--- config.mk ---
export PLATFORM = sky130hd
export DESIGN_NAME = mis_scanner
export DESIGN_NICKNAME = d
export VERILOG_FILES = /design/src/mis_pkg.sv /design/src/mis_mem.sv /design/src/mis_scanner.sv /design/src/mis_tick.sv
export VERILOG_INCLUDE_DIRS = /design/src
export SDC_FILE = /design/constraint.sdc
export NUM_CORES = 1
export LEC_CHECK = 0
export BUFFER_PORTS_ARGS = -buffer_cell sky130_fd_sc_hd__buf_2
export CAP_MARGIN = 20
export CORE_MARGIN = 5
export CORE_UTILIZATION = 52
export CTS_CLUSTER_SIZE = 10
export DETAILED_ROUTE_END_ITERATION = 12
export PLACE_DENSITY = 0.72
export SETUP_SLACK_MARGIN = 0.2
export SYNTH_ARGS = -nofsm -noshare
export SYNTH_HDL_FRONTEND = slang
export SYNTH_HIERARCHICAL = 1
export SYNTH_SLANG_ARGS = --single-unit
--- constraint.sdc ---
create_clock -name clk_i -period 2.6 [get_ports clk_i]
set_input_delay 0.13 -clock clk_i [delete_from_list [all_inputs] [get_ports clk_i]]
set_output_delay 0.13 -clock clk_i [all_outputs]
set_load 0.02 [all_outputs]
--- src/mis_defs.svh ---
`ifndef MIS_DEFS_SVH
`define MIS_DEFS_SVH

// Timing
`define MIS_CLK_HZ 25000000
`define MIS_ARRAY_TIME_MS 25
`define MIS_ARRAY_CYCLES ((`MIS_CLK_HZ / 1000) * `MIS_ARRAY_TIME_MS)

// Register offsets, and the adr_i[7:5] value that selects the table
`define MIS_ADDR_CTRL 8'h00
`define MIS_ADDR_STATUS 8'h04
`define MIS_ADDR_IRQ_STAT 8'h08
`define MIS_ADDR_IRQ_MASK 8'h0C
`define MIS_ADDR_TABLE 3'h1

// Control fields
`define MIS_CTRL_EN 0
`define MIS_CTRL_NUM_LSB 4
`define MIS_CTRL_SEL_LSB 8
`define MIS_CTRL_TBL_LSB 12
`define MIS_CTRL_RST 32'h0000_0070

// Status fields
`define MIS_STAT_BUSY 0
`define MIS_STAT_IDX_LSB 4

// Interrupt bits
`define MIS_IRQ_DONE 0

`endif

--- src/mis_pkg.sv ---
package mis_pkg;

    typedef enum logic [1:0] {
        mis_idle = 2'h0,
        mis_drive = 2'h1,
        mis_cap = 2'h3,
        mis_gap = 2'h2
    } mis_state_e;

    typedef logic [2:0] mis_idx_t;

endpackage

--- src/mis_mem.sv ---
`timescale 1ns/1ps
`default_nettype none

module mis_mem (
    input wire logic clk_i,
    input wire logic we_i,
    input wire logic [2:0] waddr_i,
    input wire logic [7:0] wdata_i,
    input wire logic [2:0] raddr_i,
    output logic [7:0] rdata_o
);

    logic [7:0] row [8];

    // Registered read port
    always_ff @(posedge clk_i) begin
        if (we_i) begin
            row[waddr_i] <= wdata_i;
        end
        rdata_o <= row[raddr_i];
    end

endmodule

`default_nettype wire

--- src/mis_scanner.sv ---
// Added by the designer: the Wishbone slave port and the register addresses.
`timescale 1ns/1ps
`default_nettype none
`include "mis_defs.svh"

module mis_scanner
    import mis_pkg::*;
#(
    parameter int ARRAY_CYCLES = `MIS_ARRAY_CYCLES
) (
    input wire logic clk_i,
    input wire logic rst_i,
    input wire logic cyc_i,
    input wire logic stb_i,
    input wire logic we_i,
    input wire logic [7:0] adr_i,
    input wire logic [3:0] sel_i,
    input wire logic [31:0] dat_i,
    output logic [31:0] dat_o,
    output logic ack_o,
    input wire logic [7:0] sense_i,
    output logic [7:0] select_o,
    output logic scan_done_o,
    output logic irq_o
);

    logic [7:0] sense_m;
    logic [7:0] sense_s;
    logic tick;
    logic en;
    logic [7:0] rdata;

    mis_state_e st, next_st;
    mis_idx_t idx, next_idx;
    mis_idx_t last, next_last;
    mis_idx_t sel_head, next_sel_head;
    mis_idx_t tbl_head, next_tbl_head;
    logic [7:0] next_sel;
    logic next_done;
    logic mem_we;
    mis_idx_t mem_waddr;

    logic [31:0] ctrl, next_ctrl;
    logic irq_stat, next_irq_stat;
    logic irq_mask, next_irq_mask;
    logic wb_wait, next_wb_wait;
    logic next_ack;
    logic [31:0] next_dat;
    logic [31:0] wmask;
    logic wr;

    function automatic logic [7:0] onehot(input mis_idx_t s);
        onehot = 8'h01 << s;
    endfunction

    always_ff @(posedge clk_i) begin
        if (rst_i) begin
            sense_m <= 8'h00;
            sense_s <= 8'h00;
        end else begin
            sense_m <= sense_i;
            sense_s <= sense_m;
        end
    end

    mis_tick #(
        .LEN(ARRAY_CYCLES)
    ) u_tick (
        .clk_i(clk_i),
        .rst_i(rst_i),
        .clr_i(st != mis_drive),
        .tick_o(tick)
    );

    mis_mem u_mem (
        .clk_i(clk_i),
        .we_i(mem_we),
        .waddr_i(mem_waddr),
        .wdata_i(sense_s),
        .raddr_i(adr_i[4:2]),
        .rdata_o(rdata)
    );

    assign en = ctrl[`MIS_CTRL_EN];
    assign mem_waddr = tbl_head + idx;

    always_comb begin
        next_st = st;
        next_idx = idx;
        next_last = last;
        next_sel_head = sel_head;
        next_tbl_head = tbl_head;
        next_sel = 8'h00;
        next_done = 1'b0;
        mem_we = 1'b0;
        if (!en) begin
            next_st = mis_idle;
        end else begin
            case (st)
                mis_idle: begin
                    next_st = mis_drive;
                    next_idx = 3'h0;
                    // count field is arrays minus one
                    next_last = ctrl[`MIS_CTRL_NUM_LSB +: 3];
                    next_sel_head = ctrl[`MIS_CTRL_SEL_LSB +: 3];
                    next_tbl_head = ctrl[`MIS_CTRL_TBL_LSB +: 3];
                    next_sel = onehot(ctrl[`MIS_CTRL_SEL_LSB +: 3]);
                end
                mis_drive: begin
                    next_sel = select_o;
                    if (tick) begin
                        next_st = mis_cap;
                    end
                end
                mis_cap: begin
                    mem_we = 1'b1;
                    next_st = mis_gap;
                end
                mis_gap: begin
                    next_st = mis_drive;
                    if (idx == last) begin
                        next_done = 1'b1;
                        next_idx = 3'h0;
                        next_last = ctrl[`MIS_CTRL_NUM_LSB +: 3];
                        next_sel_head = ctrl[`MIS_CTRL_SEL_LSB +: 3];
                        next_tbl_head = ctrl[`MIS_CTRL_TBL_LSB +: 3];
                        next_sel = onehot(ctrl[`MIS_CTRL_SEL_LSB +: 3]);
                    end else begin
                        next_idx = idx + 3'h1;
                        next_sel = onehot(sel_head + idx + 3'h1);
                    end
                end
                default: begin
                    next_st = mis_idle;
                end
            endcase
        end
    end

    always_ff @(posedge clk_i) begin
        if (rst_i) begin
            st <= mis_idle;
            idx <= 3'h0;
            last <= 3'h0;
            sel_head <= 3'h0;
            tbl_head <= 3'h0;
            select_o <= 8'h00;
            scan_done_o <= 1'b0;
        end else begin
            st <= next_st;
            idx <= next_idx;
            last <= next_last;
            sel_head <= next_sel_head;
            tbl_head <= next_tbl_head;
            select_o <= next_sel;
            scan_done_o <= next_done;
        end
    end

    // Wishbone slave and registers
    assign wmask = {{8{sel_i[3]}}, {8{sel_i[2]}}, {8{sel_i[1]}},
                    {8{sel_i[0]}}};
    assign wr = ack_o && cyc_i && stb_i && we_i;

    always_comb begin
        next_wb_wait = cyc_i && stb_i && !ack_o && !wb_wait;
        next_ack = cyc_i && stb_i && wb_wait;
        next_ctrl = ctrl;
        next_irq_mask = irq_mask;
        next_irq_stat = irq_stat;
        next_dat = 32'h0000_0000;
        if (wr && adr_i == `MIS_ADDR_CTRL) begin
            next_ctrl = (ctrl & ~wmask) | (dat_i & wmask);
        end
        if (wr && adr_i == `MIS_ADDR_IRQ_MASK && sel_i[0]) begin
            next_irq_mask = dat_i[`MIS_IRQ_DONE];
        end
        if (wr && adr_i == `MIS_ADDR_IRQ_STAT && sel_i[0]
                && dat_i[`MIS_IRQ_DONE]) begin
            next_irq_stat = 1'b0;
        end
        if (scan_done_o) begin
            next_irq_stat = 1'b1;
        end
        if (wb_wait && !we_i) begin
            if (adr_i[7:5] == `MIS_ADDR_TABLE && adr_i[1:0] == 2'h0) begin
                next_dat = {24'h00_0000, rdata};
            end else begin
                case (adr_i)
                    `MIS_ADDR_CTRL: begin
                        next_dat = ctrl;
                    end
                    `MIS_ADDR_STATUS: begin
                        next_dat[`MIS_STAT_BUSY] = (st != mis_idle);
                        next_dat[`MIS_STAT_IDX_LSB +: 3] = idx;
                    end
                    `MIS_ADDR_IRQ_STAT: begin
                        next_dat[`MIS_IRQ_DONE] = irq_stat;
                    end
                    `MIS_ADDR_IRQ_MASK: begin
                        next_dat[`MIS_IRQ_DONE] = irq_mask;
                    end
                    default: begin
                        next_dat = 32'h0000_0000;
                    end
                endcase
            end
        end
    end

    always_ff @(posedge clk_i) begin
        if (rst_i) begin
            ctrl <= `MIS_CTRL_RST;
            irq_stat <= 1'b0;
            irq_mask <= 1'b0;
            wb_wait <= 1'b0;
            ack_o <= 1'b0;
            dat_o <= 32'h0000_0000;
            irq_o <= 1'b0;
        end else begin
            ctrl <= next_ctrl;
            irq_stat <= next_irq_stat;
            irq_mask <= next_irq_mask;
            wb_wait <= next_wb_wait;
            ack_o <= next_ack;
            dat_o <= next_dat;
            irq_o <= next_irq_stat && next_irq_mask;
        end
    end

    // Helper for period check
    logic [19:0] drive_len, next_drive_len;
    always_comb begin
        next_drive_len = 20'h0_0000;
        if (st == mis_drive) begin
            next_drive_len = drive_len + 20'h0_0001;
        end
    end
    always_ff @(posedge clk_i) begin
        if (rst_i) begin
            drive_len <= 20'h0_0000;
        end else begin
            drive_len <= next_drive_len;
        end
    end
endmodule

`default_nettype wire

--- src/mis_tick.sv ---
`timescale 1ns/1ps
`default_nettype none

module mis_tick #(
    parameter int LEN = 625000
) (
    input wire logic clk_i,
    input wire logic rst_i,
    input wire logic clr_i,
    output logic tick_o
);

    localparam int CW = $clog2(LEN + 1);

    logic [CW-1:0] cnt;
    logic [CW-1:0] next_cnt;
    logic at_end;

    assign at_end = (cnt == CW'(LEN - 1));
    assign tick_o = !clr_i && at_end;

    always_comb begin
        if (clr_i || at_end) begin
            next_cnt = '0;
        end else begin
            next_cnt = cnt + CW'(1);
        end
    end

    always_ff @(posedge clk_i) begin
        if (rst_i) begin
            cnt <= '0;
        end else begin
            cnt <= next_cnt;
        end
    end

endmodule

`default_nettype wire

==> results_dict.tcl <==
set metrics [dict create \
    status "finished, final reports clean" \
    final_cell_mix "134 x dfxtp_1, 99 x buf_2, 64 x edfxtp_1" \
    die_width_um 131 \
    pwr_density_cell_nw_per_um2 635 \
    worstSetupEndpointType "register" \
    synth_compound_area_share_pct 9.33 \
    async_reset_ff_share_pct 0 \
    synth-edff-count 64 \
    initial_utilization_pct 52.8 \
    syn_avg_cell_area_um2 12.0 \
    rsz0062_at_grt "false" \
    synth_fp_nets 700 \
    critical_path.max_fanout 8 \
    finClkSkew_ns 0.00981 \
    cts_tree "yes" \
    slew_headroom_pct 48.9 \
    synth_ff_type "dfxtp_1" \
    fin_crit_ns 2.28 \
    grt_pass1_wl_mm 27.4 \
    syn_inst 637 \
    synth_area_um2 7640 \
    htreeDepth 4 \
    ys_seq_area_share_pct 60.8 \
    worst-setup-path-type "reg -> reg" \
    pre_cts_ws_ns 0.344 \
    clock-sinks 200 \
    hp-class "in -> reg" \
    ys.warnings.count 6 \
    antenna_found_initial 0 \
    worstPathRequired_ns 2.75 \
    cp_cell_sequence "ha_1 > inv_1 > fa_1 > xor2_1 > xnor2_1 > nand2_1 > nor3_2 > buf_6" \
    synth_top_cells_by_area "dfxtp_1 36%, edfxtp_1 25%, mux4_1 5.2%" \
    ant_nets 0 \
    diodes 0 \
    dpl.hpwl_mm 11.4 \
    setup_tns_ns 0 \
    die_area_um2 17200 \
    synth-seq-cells 200 \
    synthSimpleGateAreaFrac_pct 15.0 \
    clk_latency_ns 0.43 \
    ir_drop_mv 0.467 \
    drive_gt1_share_pct 22.3 \
    drc_errors 0 \
    grt_usage_pct 19.7 \
    core_area_um2 14500 \
    synth_adder_area_share_pct 1.18 \
    yosys.cell_types.count 58 \
    start_kind "register" \
    cts.clk_slew.worst_paths_ns 0.07 \
    routedWlPerCell_um 17.1 \
    rows 44 \
    wl_mm 16.6 \
    die_y_um 131 \
    yosysTopAreaCell "dfxtp_1" \
    synthXorXnorAreaFrac_pct 3.05 \
    cts_made_buffers 17 \
    syn_to_final_growth_pct 21.4 \
    viasPerCell 5.44 \
    synth_top_family_by_area "simple AND/OR/NAND/NOR gates" \
    grt_overflow_total 0 \
    p_leak_nw 3.64 \
    port_buffers 99 \
    mostFrequentLayoutCell "dfxtp_1" \
    cts.root.buffer_cell "clkbuf_16" \
    clk_path_buf_depth 2 \
    final_nets 839 \
    num_vias 5292 \
    gp_congestion 0.868 \
    timing.final.crit_share_pct 87.8 \
    max_cap_viol_count 0 \
    synth_mux_area_share_pct 7.50 \
    setup_violations 0 \
    arrival_ns 2.43 \
    drv_slew 0 \
    slowest_delay_ns 0.40 \
    slowest_stage "dfxtp_2" \
    yosysTopAreaCellShare_pct 35.6 \
    worst_slew_pin_slew_ns 0.764 \
    grt_max_degree 49 \
    drt_iter0_drc 373 \
    boundaryPins 100 \
    max_freq_mhz 438 \
    hold_violations 0 \
    first_global_vias 5267 \
    fin_ws_ns 0.318 \
    dr.pass1.iters 5 \
]
==> worst paths after layout <==
check,from,end,slack (ns),depth (start not counted)
max,idx[0]$_SDFFE_PP0P_,u_mem/row[4][2]$_DFFE_PP_,0.32,8
min,dat_i[4],register,0.04,3
max reg2reg,idx[0]$_SDFFE_PP0P_,u_mem/row[4][2]$_DFFE_PP_,0.32,8
min reg2reg,sense_m[7]$_SDFF_PP0_,sense_s[7]$_SDFF_PP0_,0.44,1
==> Yosys cell counts, types with 3 or more instances <==
master    instances
mux4_1           15
mux2_2           11
edfxtp_1         64
nand3_1          47
a21oi_1          44
inv_1            20
a22oi_1          11
or3_1             4
ha_1              4
o21ai_0          44
nor2b_1          19
nor3b_1           4
xnor2_1          14
a22o_1            4
and2_1           25
buf_6             3
o21ai_1           3
nor3_1            7
clkbuf_1         22
nand2b_1          9
dfxtp_1         136
nand2_1          14
buf_2             5
xor2_1            8
nor4_1            5
a211o_1           3
and3_1            6
nand4_1           8
nor2_1           39
==> routing by layer <==
metal	vias to the layer above	global-route usage (%)	routed length [µm]	share of wire, %
met5	-	0	0	0
met4	0	7.39	308	1.9
met3	21	5.39	1050	6.3
met2	190	31.1	7780	47
met1	2494	26.0	7470	45
li1	2587	-	-	-
==> per-stage QoR <==
step / util, % / power [mW] / hold slack [ns] / cells / area [µm²]
CTS: 64.0 / 5.94 / 0.0156 / 973 / 9270
global placement: 57.5 / 3.44 / 0.338 / 902 / 8320
floorplan: - / 3.38 / 0.258 / 637 / 7650
finish: 64.1 / 5.89 / 0.0357 / 973 / 9280
global route: 64.1 / 6.09 / 0.0387 / 973 / 9280
detailed placement: 57.5 / 3.45 / 0.345 / 902 / 8320
==> area by class of cell <==
class                   count  area, µm²
fillers                  1070       5200
clock buffers              19        453
clock inverters            13        106
multi-input cells         385       2770
repair buffers            152        995
flip-flops and latches    200       4650
well taps                 184        230
inverters                  20       75.1
==> worst max-delay path: cells and delay by family (launching register included) <==
family | cells | cell delay, ns
flops | 1 | 0.40
buf+inv | 2 | 0.22
fa+ha+maj | 2 | 0.56
xor+xnor | 2 | 0.47
simple gates | 2 | 0.34
==> logic make-up (layout without fill, tap and decap cells) <==
family | count (synthesis) | count (layout)
xor+xnor | 24 | 24
simple gates | 205 | 205
flops | 200 | 200
fa+ha+maj | 6 | 6
mux | 29 | 29
buf+inv | 52 | 204
compound gates | 121 | 121
==> power by group <==
part | switching (mW) | internal, mW | leakage (nW)
Combinational | 0.0803 | 0.100 | 1.55
Clock | 1.14 | 1.33 | 0.280
Sequential | 0.0155 | 3.23 | 1.81
==> timing repair <==
action | 4_1_cts | 5_1_grt
endpoints found under the hold margin | 39 | 0
hold buffers | 39 | 0
setup buffers | 0 | 0
resized for setup | 0 | 3
endpoints found under the setup margin | 0 | 64
Power figures use the tool's default switching activity.
